--- src/shared/boot_cfg_defs.svh ---
// Offsets, field positions and reset values of the boot configuration bank
// Functional notes
// The bank sits at base 0xFFFE6000 with the pin latch at 0x00, the override at 0x04 and the burst map at 0x08.
// Reading the pin latch returns in bits 3:0 the boot-strap pin levels captured at power-on reset, and it is read-only.
// Unused upper bits of every register read as zero, and software writes them with their reset value.
// Override bit 0 reads back whether remapping is effective and is written as the requested control value.
// The override is effective and reads 1 only when latched pin bit 3 is 1 and the control bit is 1.
// With latched pin bit 3 at 0 the control bit is ignored for mapping and the status reads 0.
// Writing 0 to the control bit cancels remapping so the second chip select goes to external memory and reads 0.
// The control bit takes at power-on reset the level driven on boot-strap pin 6.
// Boot software writes 0 to the override register as its last act before handing over to the operating system.
// Each of burst map bits 3 to 0 set to 1 turns bursts to that chip-select region into single transfers.
// After reset burst splitting is enabled for all four chip-select regions.
// While the override is effective the second chip-select region is served by the internal boot ROM.
// Writes to read-only registers and bits are accepted without error and change nothing.
`ifndef BOOT_CFG_DEFS_SVH
`define BOOT_CFG_DEFS_SVH

`define BOOT_CFG_BASE 32'hFFFE6000
`define BOOT_CFG_OFS_PIN_LATCH 12'h000
`define BOOT_CFG_OFS_OVERRIDE 12'h004
`define BOOT_CFG_OFS_BURST_MAP 12'h008
`define BOOT_CFG_OVR_CTRL_POS 0
`define BOOT_CFG_PIN_MODE_POS 3
`define BOOT_CFG_STRAP_PIN6_POS 2
`define BOOT_CFG_BURST_MAP_RST 4'hF
`define BOOT_CFG_LATCH_RST 4'h0

`endif

--- src/shared/boot_cfg_pkg.sv ---
// Types of the boot configuration bank
package boot_cfg_pkg;
  typedef enum logic [2:0] {
    ST_STRAP = 3'b001,
    ST_IDLE = 3'b010,
    ST_RESP = 3'b100
  } boot_cfg_state_t;
endpackage

--- src/design/boot_chip_select_config.sv ---
// Boot configuration register bank with strap latch and chip-select controls
//
// The Avalon-MM interface to the registers was decided locally.
`timescale 1ns/1ps
`default_nettype none
`include "boot_cfg_defs.svh"
module boot_chip_select_config
  import boot_cfg_pkg::*;
(
  // Clock and reset
  input wire logic sys_clk_i,
  input wire logic reset_i,
  // Boot-strap pins
  input wire logic [3:0] boot_strap_pins_i,
  // Avalon-MM slave
  input wire logic [11:0] avs_address_i,
  input wire logic avs_read_i,
  input wire logic avs_write_i,
  input wire logic [31:0] avs_writedata_i,
  input wire logic [3:0] avs_byteenable_i,
  output logic [31:0] avs_readdata_o,
  output logic avs_waitrequest_o,
  output logic avs_response_o,
  // Memory decode controls
  output logic boot_rom_remap_o,
  output logic [3:0] split_bursts_o
);

  // Strap synchroniser
  logic [3:0] strap_meta_ff;
  logic [3:0] strap_sync_ff;
  // Register state
  boot_cfg_state_t state_ff, nxt_state;
  logic [3:0] pin_latch_ff, nxt_pin_latch;
  logic override_ctrl_ff, nxt_override_ctrl;
  logic [3:0] burst_map_ff, nxt_burst_map;
  logic [31:0] rdata_ff, nxt_rdata;
  logic resp_ff, nxt_resp;
  logic override_active;
  logic req;

  // Synchroniser keeps running through reset so the capture sees live straps
  always_ff @(posedge sys_clk_i)
  begin
    strap_meta_ff <= boot_strap_pins_i;
    strap_sync_ff <= strap_meta_ff;
  end

  // Status combines latched mode bit and control bit
  assign override_active = pin_latch_ff[`BOOT_CFG_PIN_MODE_POS] & override_ctrl_ff;
  assign req = avs_read_i | avs_write_i;

  always_comb
  begin
    nxt_state = state_ff;
    nxt_pin_latch = pin_latch_ff;
    nxt_override_ctrl = override_ctrl_ff;
    nxt_burst_map = burst_map_ff;
    nxt_rdata = rdata_ff;
    nxt_resp = resp_ff;
    case (state_ff)
      ST_STRAP:
      begin
        // Capture straps once after reset release
        nxt_pin_latch = strap_sync_ff;
        nxt_override_ctrl = strap_sync_ff[`BOOT_CFG_STRAP_PIN6_POS];
        nxt_state = ST_IDLE;
      end
      ST_IDLE:
      begin
        if (req)
        begin
          nxt_state = ST_RESP;
          nxt_rdata = 32'h0000_0000;
          nxt_resp = 1'b0;
          case (avs_address_i)
            `BOOT_CFG_OFS_PIN_LATCH:
            begin
              nxt_rdata[3:0] = pin_latch_ff;
            end
            `BOOT_CFG_OFS_OVERRIDE:
            begin
              nxt_rdata[0] = override_active;
              if (avs_write_i && avs_byteenable_i[0])
              begin
                nxt_override_ctrl = avs_writedata_i[`BOOT_CFG_OVR_CTRL_POS];
              end
            end
            `BOOT_CFG_OFS_BURST_MAP:
            begin
              nxt_rdata[3:0] = burst_map_ff;
              if (avs_write_i && avs_byteenable_i[0])
              begin
                nxt_burst_map = avs_writedata_i[3:0];
              end
            end
            default:
            begin
              nxt_resp = 1'b1;
            end
          endcase
        end
      end
      ST_RESP:
      begin
        nxt_state = ST_IDLE;
      end
      default:
      begin
        nxt_state = ST_IDLE;
      end
    endcase
  end

  always_ff @(posedge sys_clk_i or posedge reset_i)
  begin
    if (reset_i)
    begin
      state_ff <= ST_STRAP;
      pin_latch_ff <= `BOOT_CFG_LATCH_RST;
      override_ctrl_ff <= 1'b0;
      burst_map_ff <= `BOOT_CFG_BURST_MAP_RST;
      rdata_ff <= 32'h0000_0000;
      resp_ff <= 1'b0;
    end
    else
    begin
      state_ff <= nxt_state;
      pin_latch_ff <= nxt_pin_latch;
      override_ctrl_ff <= nxt_override_ctrl;
      burst_map_ff <= nxt_burst_map;
      rdata_ff <= nxt_rdata;
      resp_ff <= nxt_resp;
    end
  end

  // Waitrequest drops in the response cycle only
  assign avs_waitrequest_o = (state_ff != ST_RESP);
  assign avs_readdata_o = rdata_ff;
  assign avs_response_o = resp_ff;
  assign boot_rom_remap_o = override_active;
  assign split_bursts_o = burst_map_ff;

endmodule
`default_nettype wire

--- config.mk ---
export PLATFORM = sky130hd
export DESIGN_NAME = boot_chip_select_config
export DESIGN_NICKNAME = d
export VERILOG_FILES = /design/src/shared/boot_cfg_pkg.sv /design/src/design/boot_chip_select_config.sv
export VERILOG_INCLUDE_DIRS = /design/src /design/src/shared
export SDC_FILE = /design/constraint.sdc
export NUM_CORES = 1
export LEC_CHECK = 0
export BUFFER_PORTS_ARGS = -buffer_cell sky130_fd_sc_hd__buf_4
export CAP_MARGIN = 20
export CORE_MARGIN = 3
export CORE_UTILIZATION = 38
export DETAILED_ROUTE_END_ITERATION = 10
export PLACE_DENSITY = 0.77
export SLEW_MARGIN = 5
export SYNTH_ARGS = -nofsm -noshare
export SYNTH_HDL_FRONTEND = slang
export SYNTH_SLANG_ARGS = --single-unit
--- constraint.sdc ---
create_clock -name sys_clk_i -period 1.89 [get_ports sys_clk_i]
set_input_delay 0.189 -clock sys_clk_i [delete_from_list [all_inputs] [get_ports sys_clk_i]]
set_output_delay 0.189 -clock sys_clk_i [all_outputs]
set_load 0.05 [all_outputs]
==> results.toml, run 1 <==
[run_status]
status = "finished, final reports clean"

[timing]
slew_headroom_pct = 60.0
slew_viol_final = 0
setup_viol = 0
worst_pin_slew_ns = 0.600
final.setup_skew_ns = 0.00196
rsz0062_at_grt = "no"
setup-tns-final_ns = 0
fin_crit_ns = 1.63
fmax_mhz = 613
finalCritPeriodShare_pct = 86.4
hold_viol_final = 0

[finish]
layout_commonest_cell = "buf_4"
synthToLayoutAreaGrowth_pct = 25.5
post-route-util_pct = 51.0
nets = 202
final_cell_mix = "buf_4 (38), conb_1 (29), dfrtp_1 (12)"
fillers = 251
antenna_cells = 0
layout-drive-gt1-share_pct = 40.7

[pwr]
vdd_drop_max_mv = 0.506
power.density_mw_per_mm2 = 809
power.leakage_uw = 0.000724

[floorplan]
dieArea_sq_mm = 0.00372
row_count = 19
ioPinCount = 95
die_h_um = 61.0
start_util_pct = 40.6
core_sq_mm = 0.00283
die_x_um = 61.0

[worst_hold_path]
hold_path_startpoint = "avs_writedata_i[1]"
hold_class = "input port to flop"
min_path_cells = 2
hold_end = "split_bursts_o[1]"

[setup_path]
reg2regPathDepth = 4
cp_max_fo = 4
reg2reg_from = "state_ff[2]"
path_class = "flop to flop"
crit_top_cell = "o21ai_1"
cp-start-kind = "flop"
reg2reg_setup_slack_ns = 0.26
cp.required_ns = 2.13
path_buf_inv = 0
worstPathCellList = "nor3b_1, o21ai_1, or3b_1, o21ai_1"
arrival_ns = 1.87
crit_family = "simple AND/OR/NAND/NOR gates"
r2r_end = "avs_readdata_o[2]"
crit_slowest_cell = "or3b_1"
slowest_delay_ns = 0.44
crit_path_end_kind = "flop"

[grt]
antenna_found_initial = 0
overflow = 0
grt_max_degree = 18
grt_usage_pct = 10.2
grt_pass1_wl_mm = 2.84
grt_pass1_vias = 713

[drt]
drt_iter0_markers = 4
first_pass_iters = 4
vias_per_cell = 4.40
totalWireLength_mm = 1.85
drc = 0
detail-route-antenna-nets = 0
vias = 774
wl_per_cell_um = 10.5

[yosys]
synthCells = 99
synth_top_area_share_pct = 26.1
synth_area_leaders = "dfrtp_1 (26%), buf_4 (18%), dfxtp_1 (14%)"
yosysTopAreaCell = "dfrtp_1"
syn_avg_cell_area_sq_um = 11.6
synth_cell_types = 27
ys_ff_latch = 25
seq_area_frac_synth_pct = 51.5
ys_warn_count = 0
synth.cell_area_sq_mm = 0.00115

[clock_network]
cts_buffer_depth = 2
root_buffer = "clkbuf_4"
cts.sinks = 25
cts_buffers = 3
post_cts_buffers = 0
clkTransAtPathRegs_ns = 0.12
ctsHoldBuffers = 5
ctsResizeCount = 0
cts_tree = "built"
clk-insertion-delay-late_ns = 0.30
htree_levels = 1

[placement]
place.gp.congestion = 0.831
io_buffers = 35

[flow_run]
drv_cap = 0
## Yosys cell counts, drive strengths merged
master   number
conb          1
nor3b         2
buf          28
clkbuf        1
nand3         1
and3          1
mux2i         4
dfrtp        12
o2bb2ai       1
mux2         10
and4b         1
nor2          1
dfstp         5
and2          1
a21oi         1
or4           2
nor4          1
a31oi         1
nand2         7
nor2b         1
inv           2
dfxtp         8
a21o          1
o21ai         5
or3b          1
## power by group
group	switching [uW]	leakage, uW	internal (uW)
Sequential	25.5	0.000269	588
Combinational	223	0.000438	109
Clock	144	0.0000177	78.9
Total	392	0.000724	776
## metal layers
metal / share of wire [%] / track usage, %
met1: 33 / 9.54
met2: 53 / 20.5
met3: 12 / 2.10
met4: 1.6 / 4.95
met5: 0 / 0
## worst max path at each step
stage                                start  slack (ns)                end  cells past startpoint
after floorplan           avs_address_i[7]        0.29  avs_readdata_o[1]                      4
after global routing           state_ff[2]        0.03  avs_readdata_o[1]                      4
after detailed placement  avs_address_i[7]        0.03  split_bursts_o[3]                      5
final                          state_ff[2]        0.26  avs_readdata_o[2]                      4
after CTS                      state_ff[2]        0.24  avs_readdata_o[2]                      4
after global placement    avs_address_i[7]        0.08  split_bursts_o[1]                      5
## metrics by stage
| step | area [sq um] | cells | worst slack [ns] | power [uW] | hold slack, ns |
|---|---|---|---|---|---|
| after CTS | 1440 | 176 | 0.242 | 1190 | 0.0938 |
| final | 1440 | 176 | 0.258 | 1170 | 0.108 |
| after detailed placement | 1370 | 167 | 0.0252 | 950 | 0.295 |
| after global placement | 1370 | 167 | 0.0794 | 944 | 0.285 |
| after global routing | 1440 | 176 | 0.0322 | 1250 | 0.0819 |
| after floorplan | 1250 | 127 | 0.287 | 910 | 0.111 |
## cell type report
class,count,area [sq um],share of cell area (%)
clock buffers,3,22.5,1.56
well taps,31,38.8,2.69
repair buffers,43,335,23.2
inverters,2,7.51,0.520
clock inverters,1,5.00,0.347
multi-input cells,71,442,30.6
flip-flops and latches,25,592,41.0
## sequential cells by signal, indices dropped and copies added, names as in the netlist
name,cells
avs_readdata_o,4
avs_response_o,1
override_ctrl_ff,1
pin_latch_ff,4
split_bursts_o,4
state_ff,3
strap_meta_ff,4
strap_sync_ff,4
## cells by family (layout without fill, tap and decap cells)
family	count (synthesis)	count (layout)	synth area share, %
mux	14	14	13.3
simple gates	19	19	11.1
buf+inv	31	49	19.3
other cells	1	29	0.326
flops	25	25	51.5
compound gates	9	9	4.57
No activity file was read; power rests on OpenSTA's default activity.
==> run 2: changes to the inputs <==
--- a/config.mk
+++ b/config.mk
@@ -8,6 +8,7 @@
 export LEC_CHECK = 0
 export BUFFER_PORTS_ARGS = -buffer_cell sky130_fd_sc_hd__buf_4
 export CAP_MARGIN = 20
+export CORE_ASPECT_RATIO = 1.4
 export CORE_MARGIN = 3
 export CORE_UTILIZATION = 38
 export DETAILED_ROUTE_END_ITERATION = 10
==> run 2 against run 1 <==
The flow now finishes with violations (hold timing). Setup slack improved by 0.018 ns. Worst hold slack worse by 0.11 ns. Routed wire length grew 5.1%. Fmax up 1.1%. Flip-flop and latch count stayed put. Die area up 0.24%. Clock skew is 0.0044 ns higher. Sequential share of layout area rose by 0.91 points. Non-clock buffer count fell by 6. Clock-buffer cell count unchanged. Largest power group unchanged. Highest routed layer unchanged.
==> results.toml, run 2 (synthesized netlist as in run 1, its figures left out) <==
[run_status]
status = "complete, but fails checks"
violations = "hold timing"

[pwr]
total_power_uw = 1250
vdd_drop_max_mv = 0.543
internal_power_uw = 837
p_sw_uw = 411
power.leakage_uw = 0.000706
power_frac_comb_pct = 25.9
switching_share_pct = 32.9
pwr-share-clk_pct = 24.9
seq_power_share_pct = 49.2
power.density_mw_per_mm2 = 885

[grt]
grt_pass1_vias = 697
antenna_found_initial = 0
grt_pass1_wl_mm = 2.97
grt_usage_pct = 10.6
overflow = 0
grt_max_degree = 18

[timing]
hold_viol_final = 11
fin_crit_ns = 1.61
worst_pin_slew_ns = 0.620
fmax_mhz = 619
finalCritPeriodShare_pct = 85.4
slew_headroom_pct = 58.6
setup-tns-final_ns = 0
final.setup_skew_ns = 0.00640
hold_slack_ns = -0.00668
slew_viol_final = 0
setup_viol = 0
rsz0062_at_grt = "no"

[finish]
synthToLayoutAreaGrowth_pct = 22.7
fillers = 274
fin_area_sq_mm = 0.00141
antenna_cells = 0
layout-drive-gt1-share_pct = 41.7
ff_latch_area_sq_um = 592
multi_input_area_sq_um = 442
final_cell_mix = "buf_4 (37), conb_1 (29), dfrtp_1 (12)"
nets = 196
post-route-util_pct = 49.0
layout_commonest_cell = "buf_4"

[placement]
hpwl_mm = 1.67
place.gp.congestion = 0.785
place_area_sq_mm = 0.00137
io_buffers = 35

[drt]
first_pass_iters = 2
drc = 0
m1WireLength_um = 657
drt_iter0_markers = 8
wl_per_cell_um = 11.1
top_layer = "met4"
totalWireLength_mm = 1.95
wl_met3_um = 249
detail-route-antenna-nets = 0
vias_per_cell = 4.19
met2_length_mm = 1.02
vias = 738

[clock_network]
cts_buffer_depth = 2
root_buffer = "clkbuf_8"
clkTransAtPathRegs_ns = 0.09
clk-insertion-delay-late_ns = 0.27
cts_buffers = 3
htree_levels = 1
post_cts_buffers = 0
cts.sinks = 25
ctsHoldBuffers = 0
cts_tree = "built"
ctsResizeCount = 0

[setup_path]
arrival_ns = 1.81
path_class = "flop to flop"
crit_path_end_kind = "flop"
cp_max_fo = 4
cp.required_ns = 2.09
cp-start-kind = "flop"

[floorplan]
core_sq_mm = 0.00288
row_count = 23
start_util_pct = 40.0
dieArea_sq_mm = 0.00373
die_x_um = 52.5
die_h_um = 71.1
ioPinCount = 95

[worst_hold_path]
hold_class = "input port to async pin"

[flow_run]
drv_cap = 0
## run 2: cell types whose count changed in the layout (fill, tap and decap cells not counted), sizes merged
cell / delta
buf: -1
dlygate4sd3: -5
## run 2: path summary, 6_finish.rpt
path                                       from                 to  slack [ns]  cells past startpoint
setup / recovery                    state_ff[2]  avs_readdata_o[1]        0.28                      4
hold / removal                          reset_i    pin_latch_ff[3]      -0.007                      2
setup reg to reg                    state_ff[2]  avs_readdata_o[1]        0.28                      4
hold reg to reg                strap_meta_ff[3]   strap_sync_ff[3]        0.33                      0
max in group asynchronous               reset_i   override_ctrl_ff        1.50                      2
min in group sys_clk_i     boot_strap_pins_i[1]   strap_meta_ff[1]        0.02                      1
## run 2: area by class of cell
| type | instances | area share, % |
|---|---|---|
| Clock buffer | 3 | 2.93 |
| Clock inverter | 1 | 0.355 |
| Inverter | 2 | 0.532 |
| Multi-Input combinational cell | 71 | 31.3 |
| Sequential cell | 25 | 41.9 |
| Tap cell | 37 | 3.28 |
| Timing Repair Buffer | 37 | 19.7 |
## run 2: worst max-delay path, stage by stage, from the launching register on
cell and delay [ns]:
dfrtp_1 0.40, nor3b_1 0.40, o21ai_1 0.15, or3b_1 0.44, o21ai_1 0.15
## run 2: metrics by stage
| stage | setup slack [ns] | instances |
|---|---|---|
| floorplan | 0.287 | 127 |
| global placement | 0.0642 | 172 |
| detailed placement | 0.0283 | 172 |
| CTS | 0.238 | 176 |
| global route | 0.111 | 176 |
| finish | 0.276 | 176 |
## run 2: routing by layer
metal	vias to the layer above	track usage, %
li1	354	-
met1	336	11.2
met2	46	19.1
met3	2	2.11
met4	0	5.11
met5	-	0
## run 2: power groups by stage
stage	sequential [uW]	combinational (uW)	clock, uW
finish	615	323	311
CTS	615	326	318
global placement	623	322	0
global route	622	346	338
detailed placement	626	325	0
floorplan	635	276	0
